`src/asr_pkg.sv`:
```
// constants for the converter sequencer and result register block
package asr_pkg;

	// ==================================================
	// register byte addresses on the apb side
	localparam logic [4:0] ASR_OFF_CTRL_STATUS = 5'h00;
	localparam logic [4:0] ASR_OFF_INPUT_SEL   = 5'h04;
	localparam logic [4:0] ASR_OFF_RESULT_LO   = 5'h08;
	localparam logic [4:0] ASR_OFF_RESULT_HI   = 5'h0C;
	localparam logic [4:0] ASR_OFF_SPECIAL_FN  = 5'h10;

	// ==================================================
	// converter_control_status fields
	localparam int ASR_BIT_ON      = 7;
	localparam int ASR_BIT_GO      = 6;
	localparam int ASR_BIT_AUTO    = 5;
	localparam int ASR_BIT_DONE    = 4;
	localparam int ASR_BIT_IRQ_EN  = 3;
	localparam int ASR_DIV_MSB     = 2;

	// input_select_reg fields
	localparam int ASR_BIT_LJUST   = 5;
	localparam int ASR_SEL_MSB     = 4;

	// special_function_reg fields
	localparam int ASR_TSS_LSB     = 5;

	// ==================================================
	// reset values
	localparam logic [7:0] ASR_RST_REG = 8'h00;

	// ==================================================
	// conversion lengths in converter clock cycles
	localparam logic [4:0] ASR_FIRST_CONV_CYCLES  = 5'h19;
	localparam logic [4:0] ASR_NORMAL_CONV_CYCLES = 5'h0D;

	// ==================================================
	// select code landmarks
	localparam logic [4:0] ASR_SEL_LAST_SINGLE = 5'h07;
	localparam logic [4:0] ASR_SEL_LAST_DIFF   = 5'h1D;
	localparam logic [4:0] ASR_SEL_BANDGAP     = 5'h1E;
	localparam logic [4:0] ASR_SEL_GROUND      = 5'h1F;

	typedef enum logic [1:0] {
		ASR_GAIN_NONE,
		ASR_GAIN_1X,
		ASR_GAIN_10X,
		ASR_GAIN_200X
	} asr_gain_t;

endpackage
```
`src/asr_core.sv`:
```
// converter sequencer, clock divider, apb registers and result register
`timescale 1ns/1ps

// Summary of operation
// - select changes apply only after the running conversion completes
// - codes 0..7 pick single inputs 0..7; 11110 bandgap, 11111 ground
// - codes 01000..11101 pick differential pair and gain per table
// - converter_on enables converter; clearing it aborts a running conversion
// - writing go starts single conversion or first free-running conversion
// - first conversion after enable takes 25 converter clocks, others 13
// - go reads one while converting, zero after; writing zero ignored
// - auto trigger starts conversion on rising edge of selected trigger
// - done flag sets when conversion finishes and result is updated
// - interrupt requested when flag, irq enable and global enable set
// - flag clears on vector acknowledge or software write of one
// - divider select: 000/001 divide by 2, then 4 up to 128
// - reading low byte freezes result until high byte is read
// - left justify: high=9:2, low 7:6=1:0; right: high 1:0=9:8
// - result resets to right justification
// - justification change affects result presentation immediately
// - trigger select chooses edge source; value 0 is free running
module asr_core
	import asr_pkg::*;
(
	input  wire logic        sys_clk,
	input  wire logic        rst,
	input  wire logic        psel,
	input  wire logic        penable,
	input  wire logic        pwrite,
	input  wire logic [31:0] paddr,
	input  wire logic [31:0] pwdata,
	output logic      [31:0] prdata,
	output logic             pready,
	output logic             pslverr,
	input  wire logic [7:0]  trigger_in,
	input  wire logic        global_irq_enable,
	input  wire logic        irq_vector_ack,
	input  wire logic [9:0]  conversion_value_in,
	output logic             done_irq,
	output logic             conv_power_on,
	output logic             conv_clk_tick,
	output logic             conv_start,
	output logic             conv_busy,
	output logic             sel_differential,
	output logic             sel_bandgap,
	output logic             sel_ground,
	output logic      [2:0]  sel_pos_input,
	output logic      [2:0]  sel_neg_input,
	output asr_gain_t        sel_gain
);

	// ==================================================
	// register state
	logic        on_q, auto_q, done_q, irq_en_q, ljust_q;
	logic [2:0]  div_q, tss_q;
	logic [4:0]  sel_q, active_sel_q;
	logic        busy_q, first_q, lock_q, trig_prev_q;
	logic [6:0]  pre_cnt_q;
	logic [4:0]  conv_cnt_q, conv_len_q;
	logic [9:0]  result_q;
	logic [31:0] prdata_q;
	logic        tick_q, start_q;

	logic        wr_acc, rd_acc, rd_setup;
	logic        wr_ctrl, wr_sel, wr_sfn;
	logic        rd_lo, rd_hi;
	logic        go_wr, turn_on, trig_level, trig_edge, free_run;
	logic        finish, launch, shut_off, store;
	logic [6:0]  div_last;
	logic [7:0]  res_lo, res_hi;
	logic        mapped;

	assign wr_acc   = psel & penable & pwrite;
	assign rd_acc   = psel & penable & ~pwrite;
	assign rd_setup = psel & ~penable & ~pwrite;
	assign wr_ctrl  = wr_acc & (paddr[4:0] == ASR_OFF_CTRL_STATUS);
	assign wr_sel   = wr_acc & (paddr[4:0] == ASR_OFF_INPUT_SEL);
	assign wr_sfn   = wr_acc & (paddr[4:0] == ASR_OFF_SPECIAL_FN);
	// low byte locks at the edge that captures its read data
	assign rd_lo    = rd_setup & (paddr[4:0] == ASR_OFF_RESULT_LO);
	assign rd_hi    = rd_acc & (paddr[4:0] == ASR_OFF_RESULT_HI);
	assign mapped   = (paddr[31:5] == 27'h0000000) & (paddr[1:0] == 2'h0)
		& (paddr[4:2] <= 3'h4);

	assign pready  = 1'b1;
	assign pslverr = psel & penable & ~mapped;
	assign prdata  = prdata_q;

	// ==================================================
	// start sources
	// enable rising edge
	assign turn_on = wr_ctrl & pwdata[ASR_BIT_ON] & ~on_q;
	assign go_wr = wr_ctrl & pwdata[ASR_BIT_GO] & pwdata[ASR_BIT_ON];
	// trigger select, zero has no edge
	assign trig_level = (tss_q == 3'h0) ? 1'b0 : trigger_in[tss_q];
	assign trig_edge = auto_q & trig_level & ~trig_prev_q;
	assign free_run  = auto_q & (tss_q == 3'h0);

	always_comb begin
		case (div_q)
			3'h0, 3'h1: div_last = 7'h01;
			3'h2:       div_last = 7'h03;
			3'h3:       div_last = 7'h07;
			3'h4:       div_last = 7'h0F;
			3'h5:       div_last = 7'h1F;
			3'h6:       div_last = 7'h3F;
			default:    div_last = 7'h7F;
		endcase
	end

	assign finish = busy_q & tick_q & (conv_cnt_q == conv_len_q - 5'h01);
	// a disable write also cancels a launch in the same cycle
	assign shut_off = wr_ctrl & ~pwdata[ASR_BIT_ON];
	assign launch = ~shut_off
		& ((on_q & ((~busy_q & (go_wr | trig_edge)) | (finish & free_run)))
		| (~on_q & go_wr));

	// ==================================================
	// software registers
	always_ff @(posedge sys_clk) begin
		if (rst) begin
			on_q     <= 1'b0;
			auto_q   <= 1'b0;
			irq_en_q <= 1'b0;
			div_q    <= 3'h0;
		end else if (wr_ctrl) begin
			on_q     <= pwdata[ASR_BIT_ON];
			auto_q   <= pwdata[ASR_BIT_AUTO];
			irq_en_q <= pwdata[ASR_BIT_IRQ_EN];
			div_q    <= pwdata[ASR_DIV_MSB:0];
		end
	end

	always_ff @(posedge sys_clk) begin
		if (rst) begin
			ljust_q <= 1'b0;
			sel_q   <= 5'h00;
		end else if (wr_sel) begin
			ljust_q <= pwdata[ASR_BIT_LJUST];
			sel_q   <= pwdata[ASR_SEL_MSB:0];
		end
	end

	always_ff @(posedge sys_clk) begin
		if (rst) begin
			tss_q       <= 3'h0;
			trig_prev_q <= 1'b0;
		end else begin
			if (wr_sfn)
				tss_q <= pwdata[ASR_TSS_LSB+2:ASR_TSS_LSB];
			trig_prev_q <= trig_level;
		end
	end

	// ==================================================
	// prescaler
	always_ff @(posedge sys_clk) begin
		if (rst || !on_q || launch) begin
			pre_cnt_q <= 7'h00;
			tick_q    <= 1'b0;
		end else if (pre_cnt_q == div_last) begin
			pre_cnt_q <= 7'h00;
			tick_q    <= 1'b1;
		end else begin
			pre_cnt_q <= pre_cnt_q + 7'h01;
			tick_q    <= 1'b0;
		end
	end

	// ==================================================
	// conversion sequencer
	always_ff @(posedge sys_clk) begin
		if (rst) begin
			busy_q     <= 1'b0;
			first_q    <= 1'b0;
			conv_cnt_q <= 5'h00;
			conv_len_q <= ASR_NORMAL_CONV_CYCLES;
			start_q    <= 1'b0;
		end else begin
			start_q <= launch;
			if (turn_on)
				first_q <= 1'b1;
			if (wr_ctrl && !pwdata[ASR_BIT_ON]) begin
				busy_q <= 1'b0;
			end else if (launch) begin
				busy_q     <= 1'b1;
				conv_cnt_q <= 5'h00;
				conv_len_q <= (first_q || turn_on) ? ASR_FIRST_CONV_CYCLES
					: ASR_NORMAL_CONV_CYCLES;
				first_q    <= 1'b0;
			end else if (finish) begin
				busy_q <= 1'b0;
			end else if (busy_q && tick_q) begin
				conv_cnt_q <= conv_cnt_q + 5'h01;
			end
		end
	end

	always_ff @(posedge sys_clk) begin
		if (rst)
			active_sel_q <= 5'h00;
		else if (!busy_q || finish)
			active_sel_q <= wr_sel ? pwdata[ASR_SEL_MSB:0] : sel_q;
	end

	// ==================================================
	// result, lock and flag
	// low read locks, high read unlocks
	always_ff @(posedge sys_clk) begin
		if (rst)
			lock_q <= 1'b0;
		else if (rd_hi)
			lock_q <= 1'b0;
		else if (rd_lo)
			lock_q <= 1'b1;
	end

	// low-byte capture cycle also blocks, keeping the byte pair coherent
	assign store = finish & ~lock_q & ~rd_lo;

	always_ff @(posedge sys_clk) begin
		if (rst)
			result_q <= 10'h000;
		else if (store)
			result_q <= conversion_value_in;
	end

	always_ff @(posedge sys_clk) begin
		if (rst)
			done_q <= 1'b0;
		else if (store)
			done_q <= 1'b1;
		// clear by vector or write one
		else if (irq_vector_ack || (wr_ctrl && pwdata[ASR_BIT_DONE]))
			done_q <= 1'b0;
	end

	assign done_irq = done_q & irq_en_q & global_irq_enable;

	assign res_hi = ljust_q ? result_q[9:2] : {6'h00, result_q[9:8]};
	assign res_lo = ljust_q ? {result_q[1:0], 6'h00} : result_q[7:0];

	// ==================================================
	// read data, captured in the setup cycle
	always_ff @(posedge sys_clk) begin
		if (rst) begin
			prdata_q <= 32'h00000000;
		end else if (rd_setup) begin
			case (paddr[4:0])
				ASR_OFF_CTRL_STATUS: prdata_q <= {24'h000000, on_q, busy_q, auto_q,
					done_q, irq_en_q, div_q};
				ASR_OFF_INPUT_SEL:   prdata_q <= {26'h0000000, ljust_q, sel_q};
				ASR_OFF_RESULT_LO:   prdata_q <= {24'h000000, res_lo};
				ASR_OFF_RESULT_HI:   prdata_q <= {24'h000000, res_hi};
				ASR_OFF_SPECIAL_FN:  prdata_q <= {24'h000000, tss_q, 5'h00};
				default:             prdata_q <= 32'h00000000;
			endcase
		end
	end

	// ==================================================
	// analogue side
	assign conv_power_on = on_q;
	assign conv_clk_tick = tick_q;
	assign conv_start    = start_q;
	assign conv_busy     = busy_q;

	always_comb begin
		sel_differential = 1'b0;
		sel_bandgap      = 1'b0;
		sel_ground       = 1'b0;
		sel_pos_input    = active_sel_q[2:0];
		sel_neg_input    = 3'h0;
		sel_gain         = ASR_GAIN_NONE;
		if (active_sel_q == ASR_SEL_BANDGAP) begin
			sel_bandgap = 1'b1;
		end else if (active_sel_q == ASR_SEL_GROUND) begin
			sel_ground = 1'b1;
		end else if (active_sel_q > ASR_SEL_LAST_SINGLE) begin
			sel_differential = 1'b1;
			if (active_sel_q[4] == 1'b0) begin
				sel_pos_input = {1'b0, active_sel_q[2], active_sel_q[0]};
				sel_neg_input = {1'b0, active_sel_q[2], 1'b0};
				sel_gain      = active_sel_q[1] ? ASR_GAIN_200X : ASR_GAIN_10X;
			end else begin
				sel_pos_input = active_sel_q[2:0];
				sel_neg_input = active_sel_q[3] ? 3'h2 : 3'h1;
				sel_gain      = ASR_GAIN_1X;
			end
		end
	end

endmodule

```
`config.mk`:
```
export PLATFORM = sky130hd
export DESIGN_NAME = asr_core
export DESIGN_NICKNAME = d
export VERILOG_FILES = /design/src/asr_pkg.sv /design/src/asr_core.sv
export SDC_FILE = /design/constraint.sdc
export NUM_CORES = 1
export LEC_CHECK = 0
export BUFFER_PORTS_ARGS = -buffer_cell sky130_fd_sc_hd__clkbuf_2
export CAP_MARGIN = 40
export CORE_MARGIN = 2
export CORE_UTILIZATION = 44
export DETAILED_ROUTE_END_ITERATION = 10
export HOLD_SLACK_MARGIN = 0.15
export PLACE_DENSITY_LB_ADDON = 0.2
export RECOVER_POWER = 100
export SETUP_SLACK_MARGIN = 0.05
export SLEW_MARGIN = 20
export SYNTH_ARGS = -nofsm -noshare
export SYNTH_HDL_FRONTEND = slang
export SYNTH_SLANG_ARGS = --single-unit
```
`constraint.sdc`:
```
create_clock -name sys_clk -period 3.1 [get_ports sys_clk]
set_input_delay 0.155 -clock sys_clk [delete_from_list [all_inputs] [get_ports sys_clk]]
set_output_delay 0.155 -clock sys_clk [all_outputs]
set_load 0.02 [all_outputs]
```
==> reports/metrics.csv, run 1 <==
metric,value,unit
yosys.area.top_type_share,38.27,%
synth_edf_count,0,
drive_above_1_share,18.49,%
finalCritPeriodShare,80.97,%
vias_per_cell,5.132,
finalNetCount,553,
startpoint_type,primary input,
cp_data_required_time,3310,ps
clockRootBuffer,clkbuf_8,
fin_crit,2510,ps
reg2reg_from,conv_cnt_q[0],
grt_overflow,0,
syn_avg_cell_area,8.744,um2
hold_depth,3,
clock.fmax,398.4,MHz
antenna_cells,0,
synth_most_common_cell,dfxtp_1,
synth_cells,353,
ys_types,52,
synth-main-ff-cell,dfxtp_1,
r2r_slack,770,ps
grt_pass1_wl,12080,um
dieArea,7701,um2
hold_path.startpoint,pwrite,
synth_area,3087,um2
antenna_found_initial,0,
ys_ff_latch,59,
r2r_cells,8,
io_pins,139,
core.rowCount,30,
min_to,lock_q,
synth_common_cells,"59 x dfxtp_1, 46 x nor2_1, 32 x nand2_1, 28 x buf_4, 27 x mux2i_1",
globalRouteTotalUtil,20.22,%
hold_violations,0,
grt_pass1_vias,2559,
ys_seq_area_share,38.27,%
vdd_drop_max,0.0002822,V
setup.worst_path.class,primary input to register,
arrival,2720,ps
ff_latch_area,1181,um2
fillers,647,
tns,0,ps
clk_path_buf_depth,2,
violations,"max-capacitance violations, max-slew violations",
fin_skew,10.18,ps
wl_per_cell,13.70,um
synth_area_leaders,"dfxtp_1 38%, mux2i_1 8.8%, buf_4 6.8%, nor2_1 5.6%, nand2_1 3.9%",
drt_first_iter_violations,156,
cts_tree,yes,
relSlewSlack,-5.903,%
drc,0,
r2r-end,result_q[2],
multi_input_area,1704,um2
numCtsBuffers,9,
status,finished with violations,
max_slew.worst_pin.slew,1589,ps
h-tree-depth,3,
hold_class,primary input to register,
postRouteAntennaNets,0,
worstSetupEndpointType,register,
grt_max_degree,44,
place_congestion,0.8018,
die-width,87.76,um
maxCapViolations,1,
p_total,1.580,mW
leakage,1.557,nW
yosys_warnings,0,
start_util,45.43,%
syn_to_final_growth,24.65,%
rsz0062_at_grt,no,
portBuffers,87,
hpwl,5604,um
routed_wl,7683,um
async_reset_ff_share,0,%
maxSlewViolCount,37,
path_clk_slew,60,ps
vias,2879,
cts_num_sinks,59,
clock_latency,330,ps
setup_violations,0,
synth_top_cell_by_area,dfxtp_1,
die_h,87.76,um
core_area,6794,um2
pwr_density_cell,410.6,nW/um2
crit_fanout,36,
first_pass_iters,4,
sequential cells by signal, indices dropped and copies added (netlist names), 2 cells and up:
| signal | cells |
|---|---|
| active_sel_q | 5 |
| conv_cnt_q | 5 |
| conv_len_q | 2 |
| div_q | 3 |
| prdata | 8 |
| pre_cnt_q | 7 |
| result_q | 10 |
| sel_q | 5 |
| tss_q | 3 |
critical path, stage by stage:
cell and delay, ps:
dlygate4sd3_1 520, clkbuf_2 200, clkbuf_1 1170, o21bai_2 320, o41a_4 260, nor4_1 80
worst max-delay path by stage:
stage | startpoint | end | slack [ps]
global placement | conv_cnt_q[0] | active_sel_q[0] | 980
detailed placement | conv_cnt_q[0] | active_sel_q[1] | 980
finish | rst | pre_cnt_q[2] | 590
floorplan | tss_q[1] | conv_len_q[4] | 1210
global route | rst | pre_cnt_q[2] | 390
CTS | conv_cnt_q[0] | active_sel_q[0] | 940
report_power, final:
part	switching [mW]	internal [mW]
Clock	0.296	0.385
Sequential	0.00124	0.759
Combinational	0.0821	0.0559
Total	0.380	1.20
cell families (layout without fill, tap and decap cells):
group | Yosys count | count (layout) | synth area share (%)
and+or+nand+nor | 145 | 145 | 24.00
xor gates and xnor gates | 11 | 11 | 3.121
adders and majority gates | 3 | 3 | 1.216
muxes | 30 | 30 | 10.21
DFF | 59 | 59 | 38.27
other | 2 | 26 | 0.2433
AOI/OAI and AO/OA | 59 | 59 | 13.66
buffers and inverters | 44 | 132 | 9.282
per-stage QoR:
| stage | worst slack (ps) | utilization, % | hold WS, ps | area [um2] | cells |
|---|---|---|---|---|---|
| finish | 589.9 | 56.63 | 217.1 | 3847 | 561 |
| global route | 389.4 | 56.63 | 249.4 | 3847 | 561 |
| CTS | 938.9 | 57.04 | 199.8 | 3875 | 559 |
| detailed placement | 984.4 | 51.27 | 392.8 | 3483 | 524 |
| global placement | 984.2 | 51.27 | 385.1 | 3483 | 524 |
| floorplan | 1208 | - | 291.0 | 3177 | 377 |
cell type report:
cell class                 instances  share of cell area (%)
sequential                        59                   30.70
multi-input combinational        274                   44.29
timing repair buffer             111                   16.33
tap                               96                   3.122
clock inverter                     5                   1.398
inverter                           6                  0.5854
clock buffer                      10                   3.577
layer usage:
metal | wire length (um) | global-route usage [%] | share of wire (%)
met5 | 0 | 0 | 0
met1 | 3432 | 25.07 | 45
met4 | 66 | 5.455 | 0.86
met2 | 3723 | 34.57 | 48
met3 | 461 | 5.561 | 6.0
repair_timing:
action                    4_1_cts  5_1_grt
resized for setup               0        0
hold endpoints to repair       25        1
buffers inserted                0        0
hold buffers                   20        1
cells in the final DEF, fill, tap and decap left out, types with 4 or more instances in the layout:
master,count
a221oi_1,4
nor4_1,13
dfxtp_1,59
mux2i_1,27
conb_1,26
clkbuf_1,28
nor3_1,13
a21oi_1,12
o2bb2ai_1,4
inv_1,5
a211oi_1,6
clkbuf_8,10
a222oi_1,4
xor2_1,4
nor3b_1,4
o21ai_0,13
xnor2_1,7
a31oi_1,6
nand3_1,6
dlygate4sd3_1,21
nor2_1,46
nand2_1,32
nor2b_1,8
clkbuf_2,61
No activity file was read; power rests on OpenSTA's default activity.
==> inputs of run 2 (changes only) <==
--- a/config.mk
+++ b/config.mk
@@ -8,7 +8,7 @@
 export BUFFER_PORTS_ARGS = -buffer_cell sky130_fd_sc_hd__clkbuf_2
 export CAP_MARGIN = 40
 export CORE_MARGIN = 2
-export CORE_UTILIZATION = 44
+export CORE_UTILIZATION = 43
 export DETAILED_ROUTE_END_ITERATION = 10
 export HOLD_SLACK_MARGIN = 0.15
 export PLACE_DENSITY_LB_ADDON = 0.2
==> constraint.sdc (replaced) <==
create_clock -name sys_clk -period 2.2 [get_ports sys_clk]
set_input_delay 0.11 -clock sys_clk [delete_from_list [all_inputs] [get_ports sys_clk]]
set_output_delay 0.11 -clock sys_clk [all_outputs]
set_load 0.02 [all_outputs]
==> run 2 against run 1 <==
The flow now finishes without violations. Via count up 0.94%. Non-clock buffer count up 9. First-iteration DRC count down 19%. Worst setup slack worse by 400 ps. Wire length up 0.82%.
==> reports/metrics.csv, run 2 (same netlist as run 1, synthesis figures left out) <==
metric,value,unit,change
hold_violations,0,,unchanged
r2r_cells,5,,-3
multi_input_area,1707,um2,+0.15%
cts_tree,yes,,
use_met1,24.77,%,-0.30 points
drt_first_iter_violations,126,,-19%
grt_use_met3,5.877,%,+0.32 points
p_sw,584.7,uW,+54%
core_area,6869,um2,+1.1%
start_util,44.94,%,-0.50 points
relSlewSlack,51.55,%,+57 points
power_frac_seq,47.2,%,-0.9 points
io_pins,139,,unchanged
largest_reg_flops,10,,unchanged
clockRootBuffer,clkbuf_8,,
grt_pass1_wl,12390,um,+2.5%
die-width,88.73,um,+1.1%
worstSetupEndpointType,register,,
vias,2906,,+0.94%
cp_slowest_stage_delay,560,ps,-610 ps
hold_class,primary input to register,,
startpoint_type,primary input,,
slowest_stage,dlygate4sd3_1,,
mostFrequentLayoutCells,"63 x clkbuf_2, 58 x dfxtp_1, 47 x nor2_1, 32 x nand2_1, 27 x mux2i_1",,
dieArea,7872,um2,+2.2%
switching_share,25.80,%,+1.8 points
cp_data_required_time,2410,ps,-900 ps
path_clk_slew,70,ps,about the same
maxCapViolations,0,,-1
antenna_found_initial,0,,unchanged
place_congestion,0.8297,,+3.5%
path_cells,"dlygate4sd3_1, clkbuf_1, nand3_1, nor3_4, buf_4, nand2_1, nand3b_1, dlygate4sd3_1, a21oi_1",,
regMostFlops,result_q,,
setup_slack,193.9,ps,-396.0 ps
internal_power,1.681,mW,+40%
drc,0,,unchanged
grt_use_met2,35.07,%,+0.50 points
hold_path.startpoint,psel,,
fin_skew,6.218,ps,-3.959 ps
p_clk_share,44.0,%,+0.9 points
pwr-share-comb,8.7,%,about the same
leakage,1.607,nW,+3.2%
hpwl,5619,um,+0.27%
routed_wl,7746,um,+0.82%
cpMostUsedCell,dlygate4sd3_1,,
grt_max_degree,34,,-23%
fin_crit,2006,ps,
post_cts_buffers,0,,unchanged
h-tree-depth,3,,unchanged
arrival,2210,ps,-510 ps
globalRouteTotalUtil,20.35,%,+0.14 points
rsz0062_at_grt,no,,
cp_top_family,buffers and inverters,,
drive_above_1_share,20.84,%,+2.3 points
wl_per_cell,13.57,um,-0.95%
pwr_density_cell,575.7,nW/um2,+40%
setup.worst_path.class,primary input to register,,
postRouteAntennaNets,0,,unchanged
grt_pass1_vias,2702,,+5.6%
numCtsBuffers,9,,unchanged
syn_to_final_growth,27.52,%,
setup_violations,0,,unchanged
tns,0,ps,unchanged
finalNetCount,562,,+1.6%
dp_slack,110.9,ps,-873.5 ps
finalCritPeriodShare,91.19,%,
layout_commonest_cell,clkbuf_2,,
maxSlewViolCount,0,,-100%
portBuffers,87,,unchanged
first_pass_iters,5,,+1
vias_per_cell,5.089,,-0.83%
cts_num_sinks,59,,unchanged
reg2reg_from,tss_q[1],,
core.rowCount,30,,unchanged
clock_latency,330,ps,about the same
antenna_cells,0,,unchanged
status,"finished, final reports clean",,
die_h,88.73,um,+1.1%
vdd_drop_max,0.0005214,V,+85%
clock.fmax,498.5,MHz,
max_slew.worst_pin.slew,724.1,ps,-864.4 ps
clk_path_buf_depth,2,,unchanged
ff_latch_area,1182,um2,+0.11%
fillers,644,,-0.46%
min_to,lock_q,,
r2r_slack,220,ps,-550 ps
critical_path_buf_inv_count,4,,+1
hold_depth,4,,+1
crit_fanout,8,,-78%
top_usage_layer,met2,,
grt_overflow,0,,unchanged
r2r-end,conv_len_q[4],,
[run 2: cell types whose count changed in the layout (fill, tap and decap cells not counted), sizes merged]
cell	before	now
clkinv	5	3
inv	5	7
clkinvlp	0	2
clkbuf	99	97
dlygate4sd3	21	22
buf	1	10
[run 2: power groups by stage]
stage | Clock, mW | Sequential [mW] | Combinational (mW)
floorplan | 0 | 1.09 | 0.124
CTS | 1.02 | 1.07 | 0.198
finish | 0.998 | 1.07 | 0.198
global route | 1.07 | 1.07 | 0.219
detailed placement | 0 | 1.09 | 0.168
global placement | 0 | 1.09 | 0.167
[run 2: worst max path at each step]
stage	from	endpoint	slack [ps]	depth (start not counted)
finish	pwrite	done_q	190	9
global route	tss_q[1]	conv_len_q[4]	60	5
CTS	tss_q[1]	conv_len_q[4]	80	5
detailed placement	tss_q[1]	conv_len_q[4]	110	5
global placement	tss_q[1]	conv_len_q[4]	170	5
floorplan	tss_q[1]	conv_len_q[4]	310	6
[run 2: what timing repair did]
item	4_1_cts	5_1_grt
endpoints found under the setup margin	0	1
endpoints found under the hold margin	28	0
resized for setup	0	1
hold buffers	22	0
[run 2: per-layer routing]
| metal | part of all wire [%] | vias to the layer above |
|---|---|---|
| met5 | 0 | - |
| met4 | 1.3 | 0 |
| met3 | 5.6 | 8 |
| met2 | 49 | 103 |
| met1 | 44 | 1338 |
| li1 | - | 1457 |
[run 2: layout make-up]
class / count / area share (%)
Clock buffer: 9 / 3.147
Sequential cell: 59 / 30.04
Tap cell: 96 / 3.051
Clock inverter: 7 / 1.939
Timing Repair Buffer: 120 / 17.90
Multi-Input combinational cell: 274 / 43.36
Inverter: 6 / 0.5722
[run 2: metrics by stage]
step | utilization [%] | area, um2 | hold WS [ps] | cells | power (mW)
detailed placement | 51.69 | 3551 | 349.6 | 533 | 1.263
global placement | 51.69 | 3551 | 342.3 | 533 | 1.262
floorplan | - | 3177 | 246.0 | 377 | 1.218
global route | 57.30 | 3936 | 257.3 | 571 | 2.356
finish | 57.30 | 3936 | 227.5 | 571 | 2.266
CTS | 57.81 | 3971 | 221.0 | 571 | 2.290
[run 2: worst register-to-register path: cells and delay by family (launching register included)]
kind	cells	cell delay (ps)
multiplexers	3	930
flip-flops	1	430
AND/OR/NAND/NOR	1	350
AO/OA/AOI/OAI	1	160
